<file path="src/core/acc_pkg.sv">
package acc_pkg;
  localparam int ADDR_W = 8;
  localparam int DATA_W = 8;

  // ****************************************
  // Register offsets
  // ****************************************
  localparam logic [7:0] OFS_CONV_B   = 8'h03;
  localparam logic [7:0] OFS_CSR      = 8'h08;
  localparam logic [7:0] OFS_DIDR     = 8'h10;
  localparam logic [7:0] OFS_CONV_A   = 8'h11;
  localparam logic [7:0] OFS_MUX      = 8'h12;
  localparam logic [7:0] OFS_EV_STAT  = 8'h13;
  localparam logic [7:0] OFS_EV_CLR   = 8'h14;
  localparam logic [7:0] OFS_EV_EN    = 8'h15;

  // ****************************************
  // Field positions
  // ****************************************
  localparam int B_NEG_MUX_EN  = 6;
  localparam int B_PWR_OFF     = 7;
  localparam int B_BANDGAP     = 6;
  localparam int B_RESULT      = 5;
  localparam int B_IRQ_FLAG    = 4;
  localparam int B_IRQ_EN      = 3;
  localparam int B_CAPTURE     = 2;
  localparam int B_MODE_HI     = 1;
  localparam int B_MODE_LO     = 0;
  localparam int B_PIN0_OFF    = 0;
  localparam int B_PIN1_OFF    = 1;
  localparam int B_CONV_EN     = 7;
  localparam int CH_W          = 5;
  localparam int N_CH          = 8;
  localparam int N_EV          = 3;

  localparam logic [7:0] CONV_B_WMASK = 8'hD7;
  localparam logic [7:0] RST_BYTE     = 8'h00;
  localparam logic [1:0] SYNC_STAGES  = 2'h2;

  typedef enum logic [1:0] {
    ACC_MODE_TOGGLE  = 2'b00,
    ACC_MODE_RSVD    = 2'b01,
    ACC_MODE_FALL    = 2'b10,
    ACC_MODE_RISE    = 2'b11
  } acc_mode_t;

  typedef struct packed {
    logic              wr;
    logic              rd;
    logic [ADDR_W-1:0] addr;
    logic [DATA_W-1:0] wdata;
  } acc_bus_t;

  typedef struct packed {
    logic [N_CH-1:0] conv_pin;
    logic            pos_pin;
    logic            neg_pin;
    logic            bandgap;
  } acc_analog_t;
endpackage : acc_pkg

</file>
<file path="src/core/acc_sync.sv">
`timescale 1ns/1ps
`default_nettype none
module acc_sync (
  input  wire logic clk_sys_in,
  input  wire logic rst_b_in,
  input  wire logic async_in,
  output logic      sync_out
);
  import acc_pkg::*;

  typedef struct packed {
    logic meta;
    logic stable;
  } acc_sync_st_t;

  acc_sync_st_t st;
  acc_sync_st_t next_st;

  always_comb begin
    next_st.meta   = async_in;
    next_st.stable = st.meta;
  end

  always_ff @(posedge clk_sys_in) begin
    if (!rst_b_in) begin
      st <= '0;
    end else begin
      st <= next_st;
    end
  end

  assign sync_out = st.stable;
endmodule // acc_sync
`default_nettype wire

</file>
<file path="src/core/acc_edge.sv">
`timescale 1ns/1ps
`default_nettype none
module acc_edge (
  input  wire logic             clk_sys_in,
  input  wire logic             rst_b_in,
  input  wire logic             level_in,
  input  wire acc_pkg::acc_mode_t mode_in,
  output logic                  hit_out,
  output logic                  rise_out,
  output logic                  fall_out
);
  import acc_pkg::*;

  typedef struct packed {
    logic prev;
  } acc_edge_st_t;

  acc_edge_st_t st;
  acc_edge_st_t next_st;

  always_comb begin
    next_st.prev = level_in;
  end

  always_ff @(posedge clk_sys_in) begin
    if (!rst_b_in) begin
      st <= '0;
    end else begin
      st <= next_st;
    end
  end

  assign rise_out = level_in & ~st.prev;
  assign fall_out = ~level_in & st.prev;

  always_comb begin
    unique case (mode_in)
      ACC_MODE_TOGGLE: hit_out = rise_out | fall_out;
      ACC_MODE_RSVD:   hit_out = 1'b0;
      ACC_MODE_FALL:   hit_out = fall_out;
      ACC_MODE_RISE:   hit_out = rise_out;
    endcase
  end
endmodule // acc_edge
`default_nettype wire

</file>
<file path="src/core/acc_ctrl.sv">
// The implementer's own choice: the strobed register port.
`timescale 1ns/1ps
`default_nettype none
module acc_ctrl (
  input  wire logic                   clk_sys_in,
  input  wire logic                   rst_b_in,
  input  wire acc_pkg::acc_bus_t      bus_in,
  output logic [acc_pkg::DATA_W-1:0]  rdata_out,
  input  wire acc_pkg::acc_analog_t   analog_in,
  input  wire logic                   global_irq_en_in,
  input  wire logic                   vector_ack_in,
  input  wire logic                   pin0_digital_in,
  input  wire logic                   pin1_digital_in,
  output logic                        pin0_port_out,
  output logic                        pin1_port_out,
  output logic                        cmp_irq_out,
  output logic                        capture_out,
  output logic                        event_irq_out,
  output logic                        cmp_power_off_out,
  output logic                        neg_mux_active_out,
  output logic [acc_pkg::CH_W-1:0]    channel_select_out
);
  import acc_pkg::*;

  // ****************************************
  // State
  // ****************************************
  typedef struct packed {
    logic [DATA_W-1:0] conv_b;
    logic [DATA_W-1:0] csr;
    logic [DATA_W-1:0] didr;
    logic [DATA_W-1:0] conv_a;
    logic [DATA_W-1:0] mux;
    logic [N_EV-1:0]   ev_stat;
    logic [N_EV-1:0]   ev_en;
    logic [DATA_W-1:0] rdata;
    logic              irq;
    logic              cap;
    logic              ev_irq;
    logic              pwr_off;
    logic              mux_act;
    logic [CH_W-1:0]   chan;
    logic              p0;
    logic              p1;
    logic              raw;
  } acc_st_t;

  acc_st_t st;
  acc_st_t next_st;

  logic      raw_cmp;
  logic      cmp_sync;
  logic      p0_sync;
  logic      p1_sync;
  logic      hit;
  logic      rise;
  logic      fall;
  logic      pos_v;
  logic      neg_v;
  logic      mux_sel;
  acc_mode_t mode;

  function automatic logic is_wr(input acc_bus_t b, input logic [7:0] a);
    return b.wr && (b.addr == a);
  endfunction

  // ****************************************
  // Analog path selection
  // ****************************************
  assign mux_sel = st.conv_b[B_NEG_MUX_EN] & ~st.conv_a[B_CONV_EN];
  assign pos_v   = st.csr[B_BANDGAP] ? analog_in.bandgap
                                     : analog_in.pos_pin;
  always_comb begin
    neg_v = analog_in.neg_pin;
    if (mux_sel && (st.mux[CH_W-1:3] == '0)) begin
      neg_v = analog_in.conv_pin[st.mux[2:0]];
    end
  end
  // Digital model: positive above negative, zero when powered off
  assign raw_cmp = pos_v & ~neg_v & ~st.csr[B_PWR_OFF];
  assign mode    = acc_mode_t'({st.csr[B_MODE_HI], st.csr[B_MODE_LO]});

  acc_sync u_sync_cmp (
    .clk_sys_in (clk_sys_in),
    .rst_b_in   (rst_b_in),
    .async_in   (st.raw),
    .sync_out   (cmp_sync)
  );

  acc_sync u_sync_p0 (
    .clk_sys_in (clk_sys_in),
    .rst_b_in   (rst_b_in),
    .async_in   (pin0_digital_in),
    .sync_out   (p0_sync)
  );

  acc_sync u_sync_p1 (
    .clk_sys_in (clk_sys_in),
    .rst_b_in   (rst_b_in),
    .async_in   (pin1_digital_in),
    .sync_out   (p1_sync)
  );

  acc_edge u_edge (
    .clk_sys_in (clk_sys_in),
    .rst_b_in   (rst_b_in),
    .level_in   (cmp_sync),
    .mode_in    (mode),
    .hit_out    (hit),
    .rise_out   (rise),
    .fall_out   (fall)
  );

  // ****************************************
  // Next state
  // ****************************************
  always_comb begin
    next_st = st;
    next_st.raw = raw_cmp;
    next_st.csr[B_RESULT] = cmp_sync;

    if (is_wr(bus_in, OFS_CONV_B)) begin
      next_st.conv_b = bus_in.wdata & CONV_B_WMASK;
    end
    if (is_wr(bus_in, OFS_CSR)) begin
      next_st.csr[B_PWR_OFF]  = bus_in.wdata[B_PWR_OFF];
      next_st.csr[B_BANDGAP]  = bus_in.wdata[B_BANDGAP];
      next_st.csr[B_IRQ_EN]   = bus_in.wdata[B_IRQ_EN];
      next_st.csr[B_CAPTURE]  = bus_in.wdata[B_CAPTURE];
      next_st.csr[B_MODE_HI]  = bus_in.wdata[B_MODE_HI];
      next_st.csr[B_MODE_LO]  = bus_in.wdata[B_MODE_LO];
      if (bus_in.wdata[B_IRQ_FLAG]) begin
        next_st.csr[B_IRQ_FLAG] = 1'b0;
      end
    end
    if (vector_ack_in) begin
      next_st.csr[B_IRQ_FLAG] = 1'b0;
    end
    if (hit) begin
      next_st.csr[B_IRQ_FLAG] = 1'b1;
    end
    if (is_wr(bus_in, OFS_DIDR)) begin
      next_st.didr = bus_in.wdata;
    end
    if (is_wr(bus_in, OFS_CONV_A)) begin
      next_st.conv_a = bus_in.wdata;
    end
    if (is_wr(bus_in, OFS_MUX)) begin
      next_st.mux = bus_in.wdata;
    end
    if (is_wr(bus_in, OFS_EV_EN)) begin
      next_st.ev_en = bus_in.wdata[N_EV-1:0];
    end
    if (is_wr(bus_in, OFS_EV_CLR)) begin
      next_st.ev_stat = st.ev_stat & ~bus_in.wdata[N_EV-1:0];
    end
    // Set wins over clear
    next_st.ev_stat = next_st.ev_stat | {hit, fall, rise};

    next_st.rdata = '0;
    if (bus_in.rd) begin
      unique case (bus_in.addr)
        OFS_CONV_B:  next_st.rdata = st.conv_b;
        OFS_CSR:     next_st.rdata = st.csr;
        OFS_DIDR:    next_st.rdata = st.didr;
        OFS_CONV_A:  next_st.rdata = st.conv_a;
        OFS_MUX:     next_st.rdata = st.mux;
        OFS_EV_STAT: next_st.rdata = {{(DATA_W-N_EV){1'b0}}, st.ev_stat};
        OFS_EV_EN:   next_st.rdata = {{(DATA_W-N_EV){1'b0}}, st.ev_en};
        default:     next_st.rdata = '0;
      endcase
    end

    next_st.irq = next_st.csr[B_IRQ_FLAG] & next_st.csr[B_IRQ_EN]
                  & global_irq_en_in;
    next_st.cap = cmp_sync & st.csr[B_CAPTURE];
    next_st.ev_irq  = |(next_st.ev_stat & next_st.ev_en);
    next_st.pwr_off = next_st.csr[B_PWR_OFF];
    next_st.mux_act = mux_sel;
    next_st.chan    = st.mux[CH_W-1:0];
    next_st.p0 = p0_sync & ~st.didr[B_PIN0_OFF];
    next_st.p1 = p1_sync & ~st.didr[B_PIN1_OFF];
  end

  always_ff @(posedge clk_sys_in) begin
    if (!rst_b_in) begin
      st <= '0;
    end else begin
      st <= next_st;
    end
  end

  assign rdata_out          = st.rdata;
  assign cmp_irq_out        = st.irq;
  assign capture_out        = st.cap;
  assign event_irq_out      = st.ev_irq;
  assign cmp_power_off_out  = st.pwr_off;
  assign neg_mux_active_out = st.mux_act;
  assign channel_select_out = st.chan;
  assign pin0_port_out      = st.p0;
  assign pin1_port_out      = st.p1;
endmodule // acc_ctrl
`default_nettype wire

</file>
<file path="config.mk">
export PLATFORM = sky130hd
export DESIGN_NAME = acc_ctrl
export DESIGN_NICKNAME = d
export VERILOG_FILES = /design/src/core/acc_pkg.sv /design/src/core/acc_sync.sv /design/src/core/acc_edge.sv /design/src/core/acc_ctrl.sv
export SDC_FILE = /design/constraint.sdc
export NUM_CORES = 1
export LEC_CHECK = 0
export ABC_AREA = 1
export BUFFER_PORTS_ARGS = -buffer_cell sky130_fd_sc_hd__buf_2
export CAP_MARGIN = 20
export CORE_MARGIN = 2
export CORE_UTILIZATION = 40
export DETAILED_ROUTE_END_ITERATION = 8
export HOLD_SLACK_MARGIN = 0.02
export MAX_ROUTING_LAYER = met4
export RECOVER_POWER = 100
export SLEW_MARGIN = 20
export SYNTH_ARGS = -nofsm -noshare
export SYNTH_HDL_FRONTEND = slang
export SYNTH_SLANG_ARGS = --single-unit
</file>
<file path="constraint.sdc">
create_clock -name clk_sys_in -period 1.4 [get_ports clk_sys_in]
set_input_delay 0.21 -clock clk_sys_in [delete_from_list [all_inputs] [get_ports clk_sys_in]]
set_output_delay 0.21 -clock clk_sys_in [all_outputs]
set_load 0.05 [all_outputs]
</file>
[Word-level counts from Yosys, hierarchy flattened]
Index checks and enable logic that the tools add are counted.
Word-level totals
  bits in registers: 72
  output and inout bits: 20
Cells by class
  magnitude comparators: 1
  equality and inequality tests: 11
  muxes and demuxes: 13
  bitwise logic cells: 22
  reduce and logical (&&, ||, !) cells: 12
Operators with widths (count)
  $pmux 8 s7: 1
  $eq 8x5->1 const B: 6
  $and 1x1->1: 10
  $eq 8x2->1 const B: 1
  $eq 8x4->1 const B: 1
  $logic_and 1x1->1: 8
  $not 1->1: 7
  $and 3x3->3: 2
  $mux 1: 6
  $mux 3: 2
  $mux 5: 1
  $eq 2x2->1 const B: 2
  $logic_not 2->1: 2
  $lt 3x4->1 const B: 1
  $pmux 1 s4: 1
  $bmux 1 s3: 1
  $not 3->3: 1
  $or 3x3->3: 1
  $reduce_or 3->1: 1
  $eq 2x1->1 const B: 1
  $mux 2: 1
  $reduce_and 2->1: 1
  $or 1x1->1: 1

[Logic depth before layout (Yosys ltp)]
  depth after elaboration: 7
  depth in mapped cells: 11
  mapped depth without buffers: 10

[By module]
A second synthesis with hierarchy kept.
Second synthesis, totals
  cell total of the unflattened synthesis: 419
  area, all modules: 3136.8 um^2
By module, submodules not included
  acc_ctrl: instances 1, cells each 387, area each 2881.5 um^2
  acc_sync: instances 3, cells each 6, area each 55.1 um^2
  acc_edge: instances 1, cells each 14, area each 90.1 um^2

[Worst setup path after synthesis]
OpenSTA, ideal clock, no wires.
  kind: register -> register
  from: register u_sync_cmp.st (netlist bit u_sync_cmp.sync_out)
  to: register st (netlist bit event_irq_out)
  setup time: 0.058 ns
  arrival: 1.125 ns
  slack: 0.217 ns
  stages on the path, launching flop included: 10
  buffers on the path: 0
  clock period less this slack: 1.183 ns
  path through: dfxtp_1 > inv_1 > ha_1 > o21ai_0 > nand3_1 > nand2_1 > nand2_1 > nand2_1 > nand2_1 > nand2_1
On the way
  cells in the longest elaborated chain, start to end: 7
  elaborated cells on any way between the ends: 8
Ends and longest elaborated chain
  start, declared: RTL line acc_sync.sv:16  | acc_sync_st_t st;
  start signal, assigned: RTL line acc_sync.sv:28  | st <= next_st;
  $not 1->1: RTL line acc_edge.sv:34  | assign fall_out = ~level_in & st.prev;
  $and 1x1->1: RTL line acc_edge.sv:34
  $or 1x1->1: RTL line acc_edge.sv:38  | ACC_MODE_TOGGLE: hit_out = rise_out | fall_out;
  $pmux 1 s4: RTL line acc_edge.sv:37  | unique case (mode_in)
  $or 3x3->3 *: RTL line acc_ctrl.sv:158  | next_st.ev_stat = next_st.ev_stat | {hit, fall, rise};
  $and 3x3->3 *: RTL line acc_ctrl.sv:177  | next_st.ev_irq = |(next_st.ev_stat & next_st.ev_en);
  $reduce_or 3->1 *: RTL line acc_ctrl.sv:177
  end signal, assigned: RTL line acc_ctrl.sv:189  | st <= next_st;
  end, declared: RTL line acc_ctrl.sv:48  | acc_st_t st;
Every way passes the cells marked *; elsewhere a longest branch is shown, timed or not.
A chain may end at the register's enable or synchronous reset.

[Worst setup path in the final report]
  from: input port bus_in[11] (netlist bit)
  to: register st (netlist bit rdata_out[3])
On the way
  cells in the longest elaborated chain, start to end: 2
  elaborated cells on any way between the ends: 8
Ends and longest elaborated chain
  start, declared: RTL line acc_ctrl.sv:7  | input wire acc_pkg::acc_bus_t bus_in,
  $eq 8x5->1, or another cell as far along: RTL line acc_ctrl.sv:162  | unique case (bus_in.addr)
  $pmux 8 s7 *: RTL line acc_ctrl.sv:162
Marks and branches as above.

==> flow_summary.toml <==
[floorplanning]
dieHeight_um = 91.8
ios = 55
start_util_pct = 40.6
dieArea_sq_um = 8440
core_sq_um = 7610
fp.dieW_um = 91.8
std_cell_rows = 32

[layout]
finalNonFillerCells = 606
fillers = 802
num_antenna_cells = 0
syn_to_final_growth_pct = 21.3
final_layout_size_suffix_gt1_share_pct = 22.6
final_area_sq_um = 3740
final_nets = 536

[synth]
yosysWarnings = 0
synthesis.area_sq_um = 3090
avgSynthCellArea_sq_um = 7.23
synthCells = 427
synth-seq-area-share_pct = 45.4
yosysUniqueCellTypes = 29
synth_seq_cells = 70
syn_nets = 464

[timing]
fin_crit_ns = 1.29
rsz0062_at_grt = "false"
finalCritPeriodShare_pct = 92.5
setup_violations = 0
skew_ns = 0.0103
maxSlewViolCount = 0
final-hold-violation-count = 0
clock.fmax_ghz = 0.773
tns_ns = 0
relSlewSlack_pct = 54.0
tightest_slew_ns = 0.689

[critical_path]
max_stage_delay_ns = 0.21
cp-start-kind = "input port"
worst_setup_path_end_kind = "flip-flop"
path_class = "input port to flip-flop"
crit_chain = "buf_2 -> inv_1 -> nand2_1 -> inv_1 -> nand3_1 -> inv_1 -> clkbuf_1 -> nand2_1 -> o21ai_0 -> nor2_1 -> nor2_1"
cp.arrival_ns = 1.57
worstPathRequired_ns = 1.68
path_max_fanout = 5
cpMaxStageDelayCell = "clkbuf_1"
r2r_slack_ns = 0.11
crit_path_frequent_cell = "inv_1"

[hold_path]
hp-class = "input port to flip-flop"

[pwr]
power.density_nw_per_um2 = 1040
p_leak_nw = 1.68
total_power_mw = 3.89
peakVddDrop_uv = 503

[placed_design]
dpl_cell_area_sq_um = 3570
gp_congestion = 0.845
numPortBuffers = 54
hpwl_um = 5810
post-place-cells = 589

[grt]
grt_antenna_before_repair = 0
grt_first_pass_wirelength_um = 12600
grt_usage_pct = 19.6
overflow = 0
grt_max_degree = 25
grt_pass1_vias = 2625

[routing]
avgViaCountPerCell = 4.65
antenna_left = 0
drtIter0Drc = 141
routed-wl-met2_um = 3570
drt_pre_antenna_iters = 4
top_layer = "met4"
routed_wire_length_per_instance_um = 12.6
drc = 0
route.vias.total = 2816
wl_met1_um = 3640
met3_length_um = 381
totalWireLength_um = 7670

[cts]
numCtsBuffers = 9
clock_path_buffers = 2
cts_tree = "yes"
clk_latency_ns = 0.34
postCtsHoldBufs = 0
htree_num_levels = 3
cts.sinks = 70
cts_root_buffer = "clkbuf_8"
cts.reportedPaths.clkPinSlew_ns = 0.07

[flow_run]
max_cap_violations = 0

[run_status]
outcome = "complete, no violations"
per-layer routing:
metal  track usage, %  vias to the layer above
met5                -                        -
met2             30.2                       63
met4             7.34                        0
met3             3.78                        7
li1                 -                     1481
met1             25.8                     1265
area by class of cell:
type                    count  area (sq um)  share of cell area, %
clock inverters             5          58.8                   1.57
multi-input cells         274          1290                   34.5
clock buffers              11           141                   3.78
repair buffers             86           499                   13.3
well taps                 102           128                   3.41
flip-flops and latches     70          1400                   37.4
inverters                  58           223                   5.95
what timing repair did:
action / CTS / global route
resized for setup: 0 / 3
endpoints found under the setup margin: 0 / 3
buffers inserted: 0 / 1
critical path, delay by kind of cell:
kind                   cells  cell delay, ns
and+or+nand+nor            5            0.53
AOI/OAI and AO/OA          1            0.17
buffers and inverters      5            0.64
cell usage in the layout (no fill, tap or decap), types with 4 or more instances in the layout:
| cell type | synthesis | routed |
|---|---|---|
| inv_1 | 53 | 54 |
| clkbuf_2 | 0 | 20 |
| buf_4 | 14 | 24 |
| a21oi_1 | 34 | 34 |
| o21ai_1 | 5 | 4 |
| clkbuf_8 | 0 | 10 |
| clkbuf_1 | 7 | 8 |
| nor2_2 | 6 | 4 |
| nand2_1 | 86 | 87 |
| nor2_1 | 56 | 59 |
| nand3_1 | 19 | 18 |
| buf_2 | 2 | 33 |
| nand3_2 | 3 | 4 |
| o21ai_0 | 43 | 44 |
| dfxtp_1 | 70 | 70 |
cell usage after synthesis:
| master | count | area share, % |
|---|---|---|
| inv_2 | 4 | 0.49 |
| buf_2 | 2 | 0.32 |
| nand2_2 | 3 | 0.61 |
| clkbuf_1 | 7 | 0.85 |
| and3_1 | 1 | 0.20 |
| nor3_1 | 2 | 0.32 |
| ha_1 | 2 | 0.81 |
| nand3_1 | 19 | 3.1 |
| clkinv_4 | 1 | 0.28 |
| nand3_2 | 3 | 0.97 |
| a21oi_1 | 34 | 5.5 |
| nor2_2 | 6 | 1.2 |
| nor4_1 | 1 | 0.20 |
| nor2_4 | 3 | 1.1 |
| buf_4 | 14 | 3.4 |
| inv_1 | 53 | 6.4 |
| nand3_4 | 1 | 0.57 |
| dfxtp_1 | 70 | 45 |
| o2111ai_1 | 1 | 0.28 |
| a21oi_2 | 1 | 0.28 |
| o21ai_1 | 5 | 0.81 |
| a21boi_1 | 1 | 0.24 |
| nand4_1 | 3 | 0.61 |
| nand2_1 | 86 | 10 |
| nor3_4 | 1 | 0.53 |
| buf_6 | 2 | 0.73 |
| o21ai_0 | 43 | 7.0 |
| nor2_1 | 56 | 6.8 |
| o211ai_1 | 2 | 0.49 |
sequential cells by signal, summed over array words and instances, names as in the netlist:
name / flops
rdata_out: 8
pin1_port_out: 1
u_sync_p1.sync_out: 1
capture_out: 1
mode: 2
event_irq_out: 1
pin0_port_out: 1
cmp_irq_out: 1
channel_select_out: 5
next_st: 5
u_sync_cmp.next_st: 1
neg_mux_active_out: 1
u_sync_p0.next_st: 1
u_sync_p0.sync_out: 1
u_sync_p1.next_st: 1
st: 38
u_sync_cmp.sync_out: 1
final timing paths:
| check | from | to | depth (start not counted) |
|---|---|---|---|
| setup / recovery | bus_in[11] | rdata_out[3] | 11 |
| hold / removal | pin0_digital_in | u_sync_p0.next_st[0] | 3 |
| setup reg to reg | u_sync_cmp.sync_out | cmp_irq_out | 6 |
| hold reg to reg | u_sync_p0.next_st[0] | u_sync_p0.sync_out | 2 |
per-stage QoR:
stage | util [%] | worst slack, ns | hold slack [ns]
floorplan | - | 0.217 | 0.308
global placement | 46.9 | -0.149 | 0.395
detailed placement | 46.9 | -0.145 | 0.400
CTS | 49.5 | 0.00539 | 0.0426
global route | 49.2 | 0.00293 | 0.0565
finish | 49.2 | 0.106 | 0.0546
logic make-up (layout without fill, tap and decap cells):
kind of cell             Yosys count  after routing  synth area share, %
AND/OR/NAND/NOR                  185            185                 26.7
adder cells (fa/ha/maj)            2              2                0.811
flip-flops                        70             70                 45.4
AO/OA/AOI/OAI                     87             87                 14.6
buffers and inverters             83            160                 12.5
where the power goes:
part	internal [mW]	switching, mW
sequential	2.00	0.00538
combinational	0.0918	0.146
clock	0.872	0.774
total	2.97	0.925
Note: power is estimated with default switching activity, not from simulation.
